File: src/rtl/ohvm_pkg.sv
// Purpose: constants and types for the odd half-word vector multiply datapath
// Assumes: little-endian bit numbering in the instruction word (bit 31 is the msb)
package ohvm_pkg;

  // ----------------------------------------------------------------
  // instruction fields
  // ----------------------------------------------------------------
  localparam logic [5:0]  PRIMARY_OP     = 6'h04;
  localparam logic [10:0] XO_SMI         = 11'h46B;
  localparam logic [10:0] XO_SMIA        = 11'h46B;
  localparam logic [10:0] XO_SMIAAW      = 11'h50D;
  localparam logic [10:0] XO_SMIANW      = 11'h58D;
  localparam logic [10:0] XO_SSF         = 11'h407;
  localparam logic [10:0] XO_SSFA        = 11'h427;
  localparam logic [10:0] XO_SSFAAW      = 11'h507;
  localparam logic [10:0] XO_SMI_PLAIN   = 11'h40C;
  localparam logic [10:0] XO_SMIA_ACC    = 11'h42C;

  // ----------------------------------------------------------------
  // lane constants
  // ----------------------------------------------------------------
  localparam logic [31:0] SAT_POS        = 32'h7FFF_FFFF;
  localparam logic [31:0] SAT_NEG        = 32'h8000_0000;
  localparam logic [63:0] ACC_RESET      = 64'h0000_0000_0000_0000;

  typedef enum logic [7:0] {
    OHVM_OP_NONE   = 8'b0000_0001,
    OHVM_OP_MI     = 8'b0000_0010,
    OHVM_OP_MIA    = 8'b0000_0100,
    OHVM_OP_MIAAW  = 8'b0000_1000,
    OHVM_OP_MIANW  = 8'b0001_0000,
    OHVM_OP_SF     = 8'b0010_0000,
    OHVM_OP_SFA    = 8'b0100_0000,
    OHVM_OP_SFAAW  = 8'b1000_0000
  } ohvm_op_e;

  typedef struct packed {
    logic        valid;
    logic [31:0] instr;
    logic [63:0] src_a;
    logic [63:0] src_b;
  } ohvm_req_s;

  typedef struct packed {
    logic        valid;
    logic [4:0]  rd;
    logic [63:0] data;
    logic        acc_we;
  } ohvm_res_s;

  typedef struct packed {
    logic upper_lane_overflow;
    logic lower_lane_overflow;
    logic upper_lane_sticky_overflow;
    logic lower_lane_sticky_overflow;
  } ohvm_stat_s;

endpackage

File: src/rtl/ohvm_lane.sv
// Purpose: one word lane of the odd half-word multiply
// Assumes: operands already selected as signed half-words
// Notes:   purely combinational
`timescale 1ns/1ns
module ohvm_lane (
  input  wire logic                 [15:0] half_a,
  input  wire logic                 [15:0] half_b,
  input  wire logic                 [31:0] acc_word,
  input  wire ohvm_pkg::ohvm_op_e          op,
  output logic                      [31:0] result,
  output logic                             ovf
);
  import ohvm_pkg::*;

  // ----------------------------------------------------------------
  // products
  // ----------------------------------------------------------------
  wire logic signed [31:0] prod    = 32'($signed(half_a)) * 32'($signed(half_b));
  wire logic        [32:0] frac    = {prod, 1'b0};
  wire logic               movf    = frac[32] ^ frac[31];
  wire logic        [31:0] frac_s  = movf ? SAT_POS : frac[31:0];
  wire logic        [32:0] m_sum   = {1'b0, acc_word} + {1'b0, prod};
  wire logic        [32:0] m_dif   = {1'b0, acc_word} - {1'b0, prod};
  wire logic        [32:0] s_sum   = {acc_word[31], acc_word} + {frac_s[31], frac_s};
  wire logic               aovf    = s_sum[32] ^ s_sum[31];
  wire logic        [31:0] s_clamp = aovf ? (s_sum[32] ? SAT_NEG : SAT_POS)
                                          : s_sum[31:0];

  always_comb begin
    result = prod;
    ovf    = 1'b0;
    unique case (op)
      OHVM_OP_MIAAW: result = m_sum[31:0];
      OHVM_OP_MIANW: result = m_dif[31:0];
      OHVM_OP_SF, OHVM_OP_SFA: begin
        result = frac_s;
        ovf    = movf;
      end
      OHVM_OP_SFAAW: begin
        result = s_clamp;
        ovf    = movf | aovf;
      end
      default: result = prod;
    endcase
  end

endmodule // ohvm_lane

File: src/rtl/ohvm_top.sv
// Purpose: odd half-word vector multiply datapath, one result per request with a listed opcode
// Assumes: pipeline presents one request per cycle, operands already read
// Notes:   result and status registered, one cycle latency
`timescale 1ns/1ns
module ohvm_top (
  input  wire logic                 clk,
  input  wire logic                 reset,
  input  wire ohvm_pkg::ohvm_req_s  req,
  output ohvm_pkg::ohvm_res_s       res,
  output logic               [63:0] accumulator_reg,
  output ohvm_pkg::ohvm_stat_s      vector_status_control_reg
);
  import ohvm_pkg::*;

  // ----------------------------------------------------------------
  // helper functions
  // ----------------------------------------------------------------
  // extended opcode to one-hot operation, none when unlisted
  function automatic ohvm_op_e decode_xo(input logic [10:0] xo);
    ohvm_op_e op_v;
    op_v = OHVM_OP_NONE;
    unique case (xo)
      XO_SMI_PLAIN: op_v = OHVM_OP_MI;
      XO_SMIA_ACC:  op_v = OHVM_OP_MIA;
      XO_SMIAAW:    op_v = OHVM_OP_MIAAW;
      XO_SMIANW:    op_v = OHVM_OP_MIANW;
      XO_SSF:       op_v = OHVM_OP_SF;
      XO_SSFA:      op_v = OHVM_OP_SFA;
      XO_SSFAAW:    op_v = OHVM_OP_SFAAW;
      default:      op_v = OHVM_OP_NONE;
    endcase
    return op_v;
  endfunction

  // odd half-word of the upper word lane
  function automatic logic [15:0] odd_half_upper(input logic [63:0] v);
    return v[47:32];
  endfunction

  // odd half-word of the lower word lane
  function automatic logic [15:0] odd_half_lower(input logic [63:0] v);
    return v[15:0];
  endfunction

  // forms that copy their result into the accumulator
  function automatic logic writes_acc(input ohvm_op_e op_v);
    logic we_v;
    we_v = 1'b0;
    unique case (op_v)
      OHVM_OP_MIA,
      OHVM_OP_MIAAW,
      OHVM_OP_MIANW,
      OHVM_OP_SFA,
      OHVM_OP_SFAAW: we_v = 1'b1;
      default:       we_v = 1'b0;
    endcase
    return we_v;
  endfunction

  // forms that update the overflow status
  function automatic logic is_saturating(input ohvm_op_e op_v);
    logic sat_v;
    sat_v = 1'b0;
    unique case (op_v)
      OHVM_OP_SF,
      OHVM_OP_SFA,
      OHVM_OP_SFAAW: sat_v = 1'b1;
      default:       sat_v = 1'b0;
    endcase
    return sat_v;
  endfunction

  // ----------------------------------------------------------------
  // registers and their next values
  // ----------------------------------------------------------------
  ohvm_res_s   res_ff;
  ohvm_res_s   nxt_res;
  logic [63:0] acc_ff;
  logic [63:0] nxt_acc;
  ohvm_stat_s  stat_ff;
  ohvm_stat_s  nxt_stat;

  // ----------------------------------------------------------------
  // request fields
  // ----------------------------------------------------------------
  wire logic [63:0] src_a  = req.src_a;
  wire logic [63:0] src_b  = req.src_b;

  // ----------------------------------------------------------------
  // instruction decode
  // ----------------------------------------------------------------
  wire logic [5:0]  f_prim = req.instr[31:26];
  wire logic [4:0]  f_rd   = req.instr[25:21];
  wire logic [10:0] f_xo   = req.instr[10:0];
  wire logic        hit    = req.valid && (f_prim == PRIMARY_OP);

  // unlisted or foreign opcode decodes as none
  ohvm_op_e op;
  always_comb begin
    op = OHVM_OP_NONE;
    if (hit) begin
      op = decode_xo(f_xo);
    end
  end

  // ----------------------------------------------------------------
  // operand selection
  // ----------------------------------------------------------------
  wire logic [15:0] up_half_a = odd_half_upper(src_a);
  wire logic [15:0] up_half_b = odd_half_upper(src_b);
  wire logic [15:0] lo_half_a = odd_half_lower(src_a);
  wire logic [15:0] lo_half_b = odd_half_lower(src_b);
  wire logic [31:0] up_acc_wd = acc_ff[63:32];
  wire logic [31:0] lo_acc_wd = acc_ff[31:0];

  // ----------------------------------------------------------------
  // lanes
  // ----------------------------------------------------------------
  logic [31:0] up_res;
  logic [31:0] lo_res;
  logic        up_ovf;
  logic        lo_ovf;

  // upper word lane
  ohvm_lane u_upper (
    .half_a   (up_half_a),
    .half_b   (up_half_b),
    .acc_word (up_acc_wd),
    .op       (op),
    .result   (up_res),
    .ovf      (up_ovf)
  );

  // lower word lane
  ohvm_lane u_lower (
    .half_a   (lo_half_a),
    .half_b   (lo_half_b),
    .acc_word (lo_acc_wd),
    .op       (op),
    .result   (lo_res),
    .ovf      (lo_ovf)
  );

  // ----------------------------------------------------------------
  // write control
  // ----------------------------------------------------------------
  wire logic        known  = (op != OHVM_OP_NONE);
  wire logic        acc_we = writes_acc(op);
  wire logic        sat_op = is_saturating(op);
  wire logic [63:0] dval   = {up_res, lo_res};

  // ----------------------------------------------------------------
  // status next value
  // ----------------------------------------------------------------
  // modulo forms leave the status alone
  wire logic nxt_up_ovf = sat_op ? up_ovf : stat_ff.upper_lane_overflow;
  wire logic nxt_lo_ovf = sat_op ? lo_ovf : stat_ff.lower_lane_overflow;
  // sticky bits only ever set here
  wire logic nxt_up_sticky = stat_ff.upper_lane_sticky_overflow | (sat_op & up_ovf);
  wire logic nxt_lo_sticky = stat_ff.lower_lane_sticky_overflow | (sat_op & lo_ovf);

  always_comb begin
    nxt_stat                            = '0;
    nxt_stat.upper_lane_overflow        = nxt_up_ovf;
    nxt_stat.lower_lane_overflow        = nxt_lo_ovf;
    nxt_stat.upper_lane_sticky_overflow = nxt_up_sticky;
    nxt_stat.lower_lane_sticky_overflow = nxt_lo_sticky;
  end

  // ----------------------------------------------------------------
  // answer next value
  // ----------------------------------------------------------------
  always_comb begin
    nxt_res        = '0;
    nxt_res.valid  = known;
    nxt_res.rd     = f_rd;
    nxt_res.data   = dval;
    nxt_res.acc_we = acc_we;
  end

  // ----------------------------------------------------------------
  // accumulator next value
  // ----------------------------------------------------------------
  // holds unless the form writes it
  always_comb begin
    nxt_acc = acc_ff;
    if (acc_we) begin
      nxt_acc = dval;
    end
  end

  // ----------------------------------------------------------------
  // registers
  // ----------------------------------------------------------------
  always_ff @(posedge clk) begin
    if (reset) begin
      res_ff <= '0;
    end else begin
      res_ff <= nxt_res;
    end
  end

  always_ff @(posedge clk) begin
    if (reset) begin
      acc_ff <= ACC_RESET;
    end else begin
      acc_ff <= nxt_acc;
    end
  end

  always_ff @(posedge clk) begin
    if (reset) begin
      stat_ff <= '0;
    end else begin
      stat_ff <= nxt_stat;
    end
  end

  // ----------------------------------------------------------------
  // outputs
  // ----------------------------------------------------------------
  // straight from the registers
  assign res                       = res_ff;
  assign accumulator_reg           = acc_ff;
  assign vector_status_control_reg = stat_ff;

endmodule // ohvm_top

File: config.mk
export PLATFORM = sky130hd
export DESIGN_NAME = ohvm_top
export DESIGN_NICKNAME = d
export VERILOG_FILES = /design/src/rtl/ohvm_pkg.sv /design/src/rtl/ohvm_lane.sv /design/src/rtl/ohvm_top.sv
export SDC_FILE = /design/constraint.sdc
export NUM_CORES = 2
export LEC_CHECK = 0
export BUFFER_PORTS_ARGS = -buffer_cell sky130_fd_sc_hd__buf_4
export CAP_MARGIN = 20
export CORE_MARGIN = 4
export CORE_UTILIZATION = 60
export DETAILED_ROUTE_END_ITERATION = 12
export HOLD_SLACK_MARGIN = 0.02
export PLACE_DENSITY = 0.9
export SYNTH_ARGS = -nofsm -noshare
export SYNTH_HDL_FRONTEND = slang
export SYNTH_SLANG_ARGS = --single-unit
File: constraint.sdc
create_clock -name clk -period 14.82 [get_ports clk]
set_input_delay 3.705 -clock clk [delete_from_list [all_inputs] [get_ports clk]]
set_output_delay 3.705 -clock clk [all_outputs]
set_load 0.1 [all_outputs]
==> impl_metrics.toml <==
[die]
die_y_um = 248.7
start_util_pct = 61.08
row_count = 87
die_area_um2 = 61870
die-width_um = 248.7
coreArea_um2 = 56930
io_pins = 302

[worst_setup_path]
cpMostUsedCell = "fa_1"
critical_path_buf_inv_count = 7
crit_family = "adder cells"
slowest_stage = "fa_1"
cpPeakStageDelay_ns = 0.97
start_kind = "primary input"
worstPathMaxFanout = 16
end_kind = "flip-flop"
critPathRequiredTime_ns = 15.17
cp.arrival_ns = 14.56
critical_path_class = "in2reg"

[grt]
grt_pass1_vias = 31730
grt_pass1_wl_um = 164900
grt_usage_pct = 32.14
grt-ovfl-total = 0
grt_antenna_before_repair = 1
grt_max_degree = 74

[drt]
route.detailed.drc = 0
wire_per_inst_um = 19.96
totalWireLength_um = 101200
vias = 31160
first_pass_iters = 6
dr.first_iter.drc_count = 3271
vias_per_cell = 6.146
ant_nets = 0

[finish]
largest_register_ffs = 71
nFillCells = 4511
area_growth_syn_to_layout_pct = 8.315
drive_gt1_share_pct = 9.184
multi_input_area_um2 = 28810
ff_latch_area_um2 = 2783
finish.utilization_pct = 66.16
finalNetCount = 5284

[clock_tree]
post_cts_buffers = 0
ctsResizeCount = 0
htreeDepth = 4
cts_tree = "yes"
path_clk_slew_ns = 0.06
hold_buffers = 0
worst_skew_pair.late_latency_ns = 0.46
clock-sinks = 139
ctsLongestPathBuffers = 2
cts_root_buffer = "clkbuf_16"
numCtsBuffers = 17

[synthesis]
synth_top_area_share_pct = 30.40
synth_top_family_by_area = "adder cells"
synthTopCellsByArea = "fa_1, ha_1, dfxtp_1"
synth-compound-area-share_pct = 17.53
ys_types = 114
synth-seq-cells = 139
ys_seq_area_share_pct = 8.002
synth.most_common_cell = "inv_1"
synth_edf_count = 0
async_flop_share_pct = 0
synth-xor-area-share_pct = 5.667
synth_mux_area_share_pct = 0.2915
syn_avg_cell_area_um2 = 8.319
synthSimpleGateAreaFrac_pct = 18.32
synth_cells = 4180
synth_fa_ha_area_share_pct = 41.00
ys_top_cells_by_count = "inv_1, fa_1, nand2_1, ha_1, and2_1"
synth_area_um2 = 34770
yosys_warnings = 0
yosysTopAreaCell = "fa_1"
synth_nets = 5165
ys.flop_type = "dfxtp_1"

[timing]
hold_ws_ns = 0.4820
fmax_mhz = 70.38
relSlewSlack_pct = 25.95
drv_slew = 0
finalHoldViolations = 0
period_share_pct = 95.87
setup_violations = 0
fin_tns_setup_ns = 0
grt_setup_unrepaired = "no"
fin_crit_ns = 14.21
finClkSkew_ns = 0.01656
worst_pin_slew_ns = 1.102

[outcome]
status = "complete, no violations"

[place]
io_buffers = 227
dp_hpwl_um = 82290
place.gp.congestion = 0.9793

[worst_hold_path]
worstHoldPathType = "reg2reg"

[flow_run]
cap_violations = 0
==> area by class of cell <==
cell class                      instances  share of cell area, %
Antenna cell                            1               0.006644
Timing Repair Buffer                  276                  5.568
Sequential cell                       139                  7.388
Clock buffer                           18                  1.139
Clock inverter                         14                 0.3588
Inverter                              655                  6.528
Tap cell                              756                  2.511
Multi-Input combinational cell       3210                  76.50
==> cells by family after synthesis <==
group	after synthesis
simple gates	1262
compound gates	895
buf+inv	831
fa+ha+maj	823
xor+xnor	220
flops	139
mux	10
==> worst paths after layout <==
kind,from,end,slack [ns],cells after the start
min,vector_status_control_reg[1]$_SDFF_PP0_,vector_status_control_reg[1]$_SDFF_PP0_,0.48,2
min reg2reg,vector_status_control_reg[1]$_SDFF_PP0_,vector_status_control_reg[1]$_SDFF_PP0_,0.48,2
max,req[1],accumulator_reg[6]$_SDFFE_PP0P_,0.61,36
max reg2reg,accumulator_reg[0]$_SDFFE_PP0P_,accumulator_reg[26]$_SDFFE_PP0P_,10.66,15
==> layer usage <==
| metal | global-route usage [%] | up-vias | share of wire (%) |
|---|---|---|---|
| li1 | - | 14060 | - |
| met1 | 44.05 | 15210 | 41 |
| met2 | 51.88 | 1606 | 46 |
| met3 | 6.170 | 280 | 9.4 |
| met4 | 10.37 | 0 | 3.3 |
| met5 | 0 | - | 0 |
==> per-stage QoR <==
stage / cell area [um2] / cells / setup WS [ns]
after floorplan: 34770 / 4180 / 1.665
after global placement: 37100 / 5036 / 0.5042
after detailed placement: 37100 / 5036 / 0.3722
after CTS: 37660 / 5068 / 0.7910
after global routing: 37660 / 5069 / 0.1298
final: 37660 / 5069 / 0.6117
==> placed cells by master, fill, tap and decap left out, types with 18 or more instances in the layout <==
| master | Yosys | layout |
|---|---|---|
| ha_1 | 294 | 294 |
| and3_1 | 22 | 22 |
| o21a_1 | 27 | 27 |
| or2_2 | 34 | 35 |
| a21o_1 | 92 | 91 |
| a31oi_1 | 24 | 24 |
| fa_1 | 528 | 528 |
| nand3_1 | 45 | 45 |
| nand2b_1 | 53 | 53 |
| and2_1 | 251 | 249 |
| a222oi_1 | 18 | 18 |
| nor2_1 | 226 | 225 |
| a221oi_1 | 27 | 27 |
| buf_4 | 7 | 274 |
| inv_1 | 654 | 654 |
| a211oi_1 | 54 | 54 |
| xor2_1 | 84 | 84 |
| o21ai_0 | 138 | 138 |
| o21ai_1 | 38 | 38 |
| o21bai_1 | 26 | 26 |
| a311oi_1 | 18 | 18 |
| xnor2_1 | 132 | 132 |
| nor2b_1 | 28 | 28 |
| o211ai_1 | 20 | 20 |
| nand4_1 | 23 | 23 |
| a21oi_1 | 225 | 224 |
| dfxtp_1 | 139 | 139 |
| o31ai_1 | 27 | 27 |
| nand3b_1 | 19 | 19 |
| nor3_1 | 56 | 56 |
| nand2_1 | 422 | 422 |
==> worst min-delay path: stages (launching register included) <==
cell and delay, ns:
dfxtp_1 0.33, a21oi_1 0.04, nor2_1 0.07
Power is not shown: default switching activity piles up to over one toggle a cycle in this logic, so the estimate is an artifact.
